`src/rtl/rate_limit_pkg.sv`:
```
// constants and carrier types of the line rate mask limiter
package rate_limit_pkg;

    localparam logic [11:0] ASYM_CTRL_ADDR = 12'h13f;
    localparam logic [11:0] CAP_LOW_ADDR = 12'h208;
    localparam logic [11:0] CAP_HIGH_ADDR = 12'h209;
    localparam logic [11:0] MASK_LOW_ADDR = 12'h382;
    localparam logic [11:0] MASK_HIGH_ADDR = 12'h383;
    localparam logic [11:0] RX_MAX_ADDR = 12'h604;
    localparam logic [11:0] TX_MAX_ADDR = 12'h605;

    localparam int NUM_RATES = 14;
    localparam int ASYM_BIT = 6;
    localparam int CAP_ASYM_BIT = 7;
    localparam logic [3:0] TOP_RATE = 4'hd;
    localparam logic [13:0] ALL_RATES = 14'h3fff;
    localparam logic [7:0] HIGH_BYTE_VALID = 8'h3f;

    localparam logic [7:0] ASYM_CTRL_RESET = 8'h00;
    localparam logic [13:0] MASK_RESET = 14'h3fff;
    localparam logic [7:0] MAX_RATE_RESET = 8'h0d;
    localparam logic [13:0] CAP_RESET = 14'h0000;

    typedef enum logic [1:0] {PH_HANDSHAKE, PH_RETRAIN, PH_RENEGOTIATE} phase_t;

    // remote capability as received in the last handshake phase
    typedef struct packed {
        logic [13:0] rates;
        logic asym;
    } cap_t;

    // rate indices: 0 is 2400 bps, each step adds 2400 bps
    typedef struct packed {
        phase_t phase;
        logic [3:0] tx_rate;
        logic [3:0] rx_rate;
        logic [3:0] remote_rx_req;
    } rate_req_t;

    typedef struct packed {
        phase_t phase;
        logic ok;
        logic [3:0] tx_rate;
        logic [3:0] rx_rate;
    } rate_grant_t;

endpackage : rate_limit_pkg

```
`src/rtl/line_rate_mask_limiter.sv`:
```
// rate mask registers and rate clipping for the data pump
`timescale 1ns/1ns
module line_rate_mask_limiter (
    // clock and reset
    input wire logic clock,
    input wire logic rst,
    // register port
    input wire logic [11:0] reg_addr,
    input wire logic [7:0] reg_wdata,
    input wire logic reg_wr,
    input wire logic reg_rd,
    output logic [7:0] reg_rdata,
    // remote capability capture
    input wire logic cap_load,
    input wire rate_limit_pkg::cap_t cap_in,
    // rate decision from the data pump
    input wire logic req_valid,
    input wire rate_limit_pkg::rate_req_t req,
    output logic grant_valid,
    output rate_limit_pkg::rate_grant_t grant,
    // mode level
    output logic asym_enable
);

    typedef enum logic {S_IDLE, S_GRANT} state_t;

    // rate index and whether any bit was set
    typedef struct packed {
        logic ok;
        logic [3:0] idx;
    } top_t;

    state_t state_q, state_d;
    logic [7:0] asym_ctrl_q, asym_ctrl_d;
    logic [13:0] mask_q, mask_d;
    logic [7:0] rx_max_q, rx_max_d;
    logic [7:0] tx_max_q, tx_max_d;
    logic [13:0] cap_q, cap_d;
    logic cap_asym_q, cap_asym_d;
    logic [7:0] rdata_q, rdata_d;
    rate_limit_pkg::rate_grant_t grant_q, grant_d;

    logic asym;
    logic [13:0] tx_allow;
    logic [13:0] rx_allow;
    logic [3:0] sym_prop;
    top_t tx_top;
    top_t rx_top;
    top_t sym_top;

    // bits 0..n set; indices above the top rate leave all rates open
    function automatic logic [13:0] upto(input logic [7:0] n);
        logic [13:0] m;
        m = '0;
        for (int i = 0; i < rate_limit_pkg::NUM_RATES; i++)
        begin
            if (8'(i) <= n)
            begin
                m[i] = 1'b1;
            end
        end
        return m;
    endfunction : upto

    function automatic top_t top_of(input logic [13:0] m);
        top_t t;
        t = '0;
        for (int i = 0; i < rate_limit_pkg::NUM_RATES; i++)
        begin
            if (m[i])
            begin
                t.ok = 1'b1;
                t.idx = 4'(i);
            end
        end
        return t;
    endfunction : top_of

    assign asym = asym_ctrl_q[rate_limit_pkg::ASYM_BIT];
    assign asym_enable = asym;

    always_comb
    begin
        tx_allow = mask_q & cap_q & upto(tx_max_q);
        rx_allow = mask_q & cap_q & upto(rx_max_q);
        // remote receiver may ask for less
        if (asym)
        begin
            tx_allow = tx_allow & upto({4'h0, req.remote_rx_req});
        end
        // clip at the proposal, never above it
        tx_top = top_of(tx_allow & upto({4'h0, req.tx_rate}));
        rx_top = top_of(rx_allow & upto({4'h0, req.rx_rate}));
        sym_prop = (req.tx_rate < req.rx_rate) ? req.tx_rate : req.rx_rate;
        // one common rate for both directions
        sym_top = top_of(tx_allow & rx_allow & upto({4'h0, sym_prop}));
    end

    // register writes and captures
    always_comb
    begin
        asym_ctrl_d = asym_ctrl_q;
        mask_d = mask_q;
        rx_max_d = rx_max_q;
        tx_max_d = tx_max_q;
        cap_d = cap_q;
        cap_asym_d = cap_asym_q;
        if (reg_wr)
        begin
            if (reg_addr == rate_limit_pkg::ASYM_CTRL_ADDR)
            begin
                asym_ctrl_d = reg_wdata;
            end
            else if (reg_addr == rate_limit_pkg::MASK_LOW_ADDR)
            begin
                mask_d[7:0] = reg_wdata;
            end
            // reserved bits 14 and 15 dropped
            else if (reg_addr == rate_limit_pkg::MASK_HIGH_ADDR)
            begin
                mask_d[13:8] = reg_wdata[5:0];
            end
            else if (reg_addr == rate_limit_pkg::RX_MAX_ADDR)
            begin
                rx_max_d = reg_wdata;
            end
            else if (reg_addr == rate_limit_pkg::TX_MAX_ADDR)
            begin
                tx_max_d = reg_wdata;
            end
        end
        // store the remote mask and its asymmetric flag
        if (cap_load)
        begin
            cap_d = cap_in.rates;
            cap_asym_d = cap_in.asym;
        end
    end

    // read data, one cycle after the strobe; unmapped reads zero
    always_comb
    begin
        rdata_d = 8'h00;
        if (reg_rd)
        begin
            if (reg_addr == rate_limit_pkg::ASYM_CTRL_ADDR)
            begin
                rdata_d = asym_ctrl_q;
            end
            else if (reg_addr == rate_limit_pkg::CAP_LOW_ADDR)
            begin
                rdata_d = cap_q[7:0];
            end
            else if (reg_addr == rate_limit_pkg::CAP_HIGH_ADDR)
            begin
                rdata_d = {cap_asym_q, 1'b0, cap_q[13:8]};
            end
            else if (reg_addr == rate_limit_pkg::MASK_LOW_ADDR)
            begin
                rdata_d = mask_q[7:0];
            end
            else if (reg_addr == rate_limit_pkg::MASK_HIGH_ADDR)
            begin
                rdata_d = {2'b00, mask_q[13:8]};
            end
            else if (reg_addr == rate_limit_pkg::RX_MAX_ADDR)
            begin
                rdata_d = rx_max_q;
            end
            else if (reg_addr == rate_limit_pkg::TX_MAX_ADDR)
            begin
                rdata_d = tx_max_q;
            end
        end
    end

    // grant sequencing
    always_comb
    begin
        state_d = S_IDLE;
        grant_d = grant_q;
        if (req_valid)
        begin
            state_d = S_GRANT;
            grant_d.phase = req.phase;
            if (asym)
            begin
                grant_d.ok = tx_top.ok && rx_top.ok;
                grant_d.tx_rate = tx_top.idx;
                grant_d.rx_rate = rx_top.idx;
            end
            else
            begin
                grant_d.ok = sym_top.ok;
                grant_d.tx_rate = sym_top.idx;
                grant_d.rx_rate = sym_top.idx;
            end
        end
        case (state_q)
            S_IDLE: ;
            S_GRANT: ;
            default: state_d = S_IDLE;
        endcase
    end

    always_ff @(posedge clock)
    begin
        if (rst)
        begin
            state_q <= S_IDLE;
            asym_ctrl_q <= rate_limit_pkg::ASYM_CTRL_RESET;
            mask_q <= rate_limit_pkg::MASK_RESET;
            rx_max_q <= rate_limit_pkg::MAX_RATE_RESET;
            tx_max_q <= rate_limit_pkg::MAX_RATE_RESET;
            cap_q <= rate_limit_pkg::CAP_RESET;
            cap_asym_q <= 1'b0;
            rdata_q <= 8'h00;
            grant_q <= '0;
        end
        else
        begin
            state_q <= state_d;
            asym_ctrl_q <= asym_ctrl_d;
            mask_q <= mask_d;
            rx_max_q <= rx_max_d;
            tx_max_q <= tx_max_d;
            cap_q <= cap_d;
            cap_asym_q <= cap_asym_d;
            rdata_q <= rdata_d;
            grant_q <= grant_d;
        end
    end

    assign reg_rdata = rdata_q;
    assign grant_valid = (state_q == S_GRANT);
    assign grant = grant_q;
endmodule : line_rate_mask_limiter

```
`config.mk`:
```
export PLATFORM = sky130hd
export DESIGN_NAME = line_rate_mask_limiter
export DESIGN_NICKNAME = d
export VERILOG_FILES = /design/src/rtl/rate_limit_pkg.sv /design/src/rtl/line_rate_mask_limiter.sv
export SDC_FILE = /design/constraint.sdc
export NUM_CORES = 1
export LEC_CHECK = 0
export ABC_AREA = 1
export BUFFER_PORTS_ARGS = -buffer_cell sky130_fd_sc_hd__buf_2
export CAP_MARGIN = 20
export CORE_ASPECT_RATIO = 0.9
export CORE_MARGIN = 4
export CORE_UTILIZATION = 45
export DETAILED_ROUTE_END_ITERATION = 16
export PLACE_DENSITY_LB_ADDON = 0.12
export REMOVE_ABC_BUFFERS = 1
export SLEW_MARGIN = 20
export SYNTH_ARGS = -nofsm -noshare
export SYNTH_HDL_FRONTEND = slang
export SYNTH_SLANG_ARGS = --single-unit
```
`constraint.sdc`:
```
create_clock -name clock -period 3.1 [get_ports clock]
set_clock_uncertainty 0.2 [all_clocks]
set_input_delay 0.62 -clock clock [delete_from_list [all_inputs] [get_ports clock]]
set_output_delay 0.62 -clock clock [all_outputs]
set_load 0.02 [all_outputs]
```
==> run metrics <==
fmax=368 MHz; root buffer cell=clkbuf_16; DR vias=5354; antenna diode count=0; most numerous cell on the critical path=nand2_1; Initial Utilization=46.7%; Post-DRT Antenna Nets=0; Hold Vio Cnt, Final=0; GRT Overall Usage=28.2%; GRT busiest layer=met1; final WL=16600 um; Die Area=0.0119 mm2; kind of cell with the highest combined delay on the critical path=compound AO/OA/AOI/OAI gates; mapped cell area=0.00459 mm2; status=completed; Power per Cell Area=434 mW/mm2; die width=114 um; post-layout util=55.7%; Synth Register Bits=73; final period utilization=87.7%; Setup Crit Path Kind=primary input to register; type of the most critical hold path=register to register; crit path cell chain=buf_2 > inv_1 > ha_1 > a21oi_2 > nand2_2 > nand2_1 > nand2_1 > nor2_1 > inv_1 > o21ai_1 > nand2_1 > o31ai_1 > nand3_1 > a21oi_1; register area=0.00146 mm2; Lkg Pwr=2.73 nW; Period minus WS final=2.72 ns; H-Tree Depth=3; number of port buffers=75; core area=0.00983 mm2; share of the yosys chip area belonging to registers=31.9%; Area growth, synth to finish=19.4%; I/O Pins=76; FFs w/ async S/R, synth=0%; GRT met3 Usage=7.00%; GPL Wtd Cong=1.02; vias per cell=5.67; WP buf/inv=3; Routed wire per std cell=17.6 um; Arr. time, crit path=2.80 ns; clk_lat worst skew=0.34 ns; RSZ-0062 raised after global routing=no; TritonRoute pass-1 iters=5; syn_area_per_cell=6.36 um2; vias in the first global route=4877; Final setup viols=0; Site Rows=34; Max Slew Vio Count=0; CTS resizes=0; Remaining DRCs=0; CP Data Required Time=3.18 ns; critical-path maximum fanout=7; layout cells sized above 1=16.0%; Filler cells=989; Post-synth EDFFs=0; maximum vdd ir drop=0.414 mV; CTS clock-pin slew for the worst setup and hold paths=0.06 ns; Post-Place Cells=929; post-CTS setup buffer count=0; initial DRC count=631; antenna violations before repair=0; die height=104 um; Slew headroom=66.0%; Final HPWL DP=13500 um; Final Non-Filler Cells=945; clock sinks=73; TNS Setup=0 ns; worst-margin pin slew=0.508 ns; met2 Usage GRT=36.4%; deepest clock path buffer count=2; CP Capture Type=register; Worst setup SP type=primary input; GR Util met1=44.7%; Slowest cell on crit path=o31ai_1; Max Cap Viol=0; Post-CTS Hold Fix Bufs=0; largest net degree at the start of global routing=38; gr ovfl total=0; cts bufs inserted=9; Ys Warns=0; synth unique cells=43; Max stage delay on crit path=0.34 ns; ys flop type=dfxtp_1; NumNets Final=873; Mapped Cells=721; CTS tree=yes; area occupied by multi-input gates=0.00266 mm2; first-pass GRT wire length=26100 um
per-stage QoR:
| step | total power (W) | hold slack (ns) | setup WS, ns | area, um2 |
|---|---|---|---|---|
| 3_5_place_dp | 0.00140 | 0.258 | 0.0562 | 5200 |
| 4_1_cts | 0.00238 | 0.268 | 0.421 | 5480 |
| 2_1_floorplan | 0.00123 | 0.239 | 0.392 | 4490 |
| 3_3_place_gp | 0.00140 | 0.253 | 0.0977 | 5200 |
| 6_report | 0.00237 | 0.265 | 0.382 | 5480 |
| 5_1_grt | 0.00247 | 0.296 | 0.0940 | 5480 |
sequential cells by signal (all words and copies together), names as in the netlist:
register	cells
grant	11
mask_q	14
rx_max_q	8
reg_rdata	8
asym_ctrl_q	8
tx_max_q	8
cap_q	14
cap_asym_q	1
grant_valid	1
tightest hold or removal path, delay by kind of cell (launching register included):
| family | cells | cell delay [ns] |
|---|---|---|
| flip-flops | 1 | 0.30 |
| AND/OR/NAND/NOR | 1 | 0.06 |
| AO/OA/AOI/OAI | 1 | 0.06 |
cell type report:
type,count,share of cell area (%)
inverter,95,6.60
timing repair buffer,99,10.1
clock buffer,10,4.18
multi-input combinational,536,48.6
clock inverter,6,0.914
tap,126,2.88
sequential,73,26.7
Yosys cell counts (all sizes together) (3+ instances only):
| cell type | number | area share, % |
|---|---|---|
| nand3 | 29 | 3.7 |
| a221oi | 5 | 0.95 |
| inv | 94 | 7.8 |
| nor2 | 100 | 8.8 |
| nand4 | 14 | 1.9 |
| o221ai | 7 | 1.3 |
| nand2 | 171 | 14 |
| clkbuf | 16 | 1.5 |
| a211o | 3 | 0.57 |
| a21oi | 50 | 5.5 |
| o31ai | 3 | 0.49 |
| o211ai | 36 | 5.9 |
| o21ai | 70 | 7.7 |
| ha | 4 | 1.1 |
| dfxtp | 73 | 32 |
| a31oi | 8 | 1.1 |
| nor3 | 21 | 2.4 |
placed cells by master, fill, tap and decap left out, drive strengths merged, types with 2 or more instances in the layout:
master	count
nand4	14
ha	4
o221ai	7
nor3	21
nor2	100
a31oi	8
clkbuf	10
a221oi	5
a211oi	2
nor4	2
dfxtp	73
inv	97
a21oi	50
o31ai	3
nand3	29
o22ai	2
a211o	3
o211ai	36
clkinv	2
o311ai	2
nand2	171
clkinvlp	2
o21ai	70
buf	99
report_power, final:
group          switching, W  leakage, nW  internal [W]
clock              0.000432        0.130      0.000552
combinational      0.000270         2.01      0.000135
sequential        0.0000224        0.595      0.000963
total              0.000725         2.73       0.00165
per-layer routing:
layer  part of all wire (%)  up-vias  wire length [um]
met3                     11       29              1800
met5                      0        -                 0
li1                       -     2626                 -
met4                    2.1        0               346
met2                     38      258              6390
met1                     49     2441              8080
cell families after synthesis:
| family | after synthesis | share of synthesized area (%) |
|---|---|---|
| and+or+nand+nor | 341 | 31.8 |
| AOI/OAI and AO/OA | 191 | 25.1 |
| adders and majority gates | 4 | 1.09 |
| DFF | 73 | 31.9 |
| buffers and inverters | 112 | 10.1 |
path summary, 6_finish.rpt:
check	slack (ns)	to	cells after the start	from
worst max-delay path	0.38	grant[6]	14	req[7]
worst min-delay path	0.27	grant[7]	2	grant[7]
worst max register to register	0.42	grant[4]	21	tx_max_q[7]
worst min register to register	0.27	grant[7]	2	grant[7]
No activity file was read; power rests on OpenSTA's default activity.
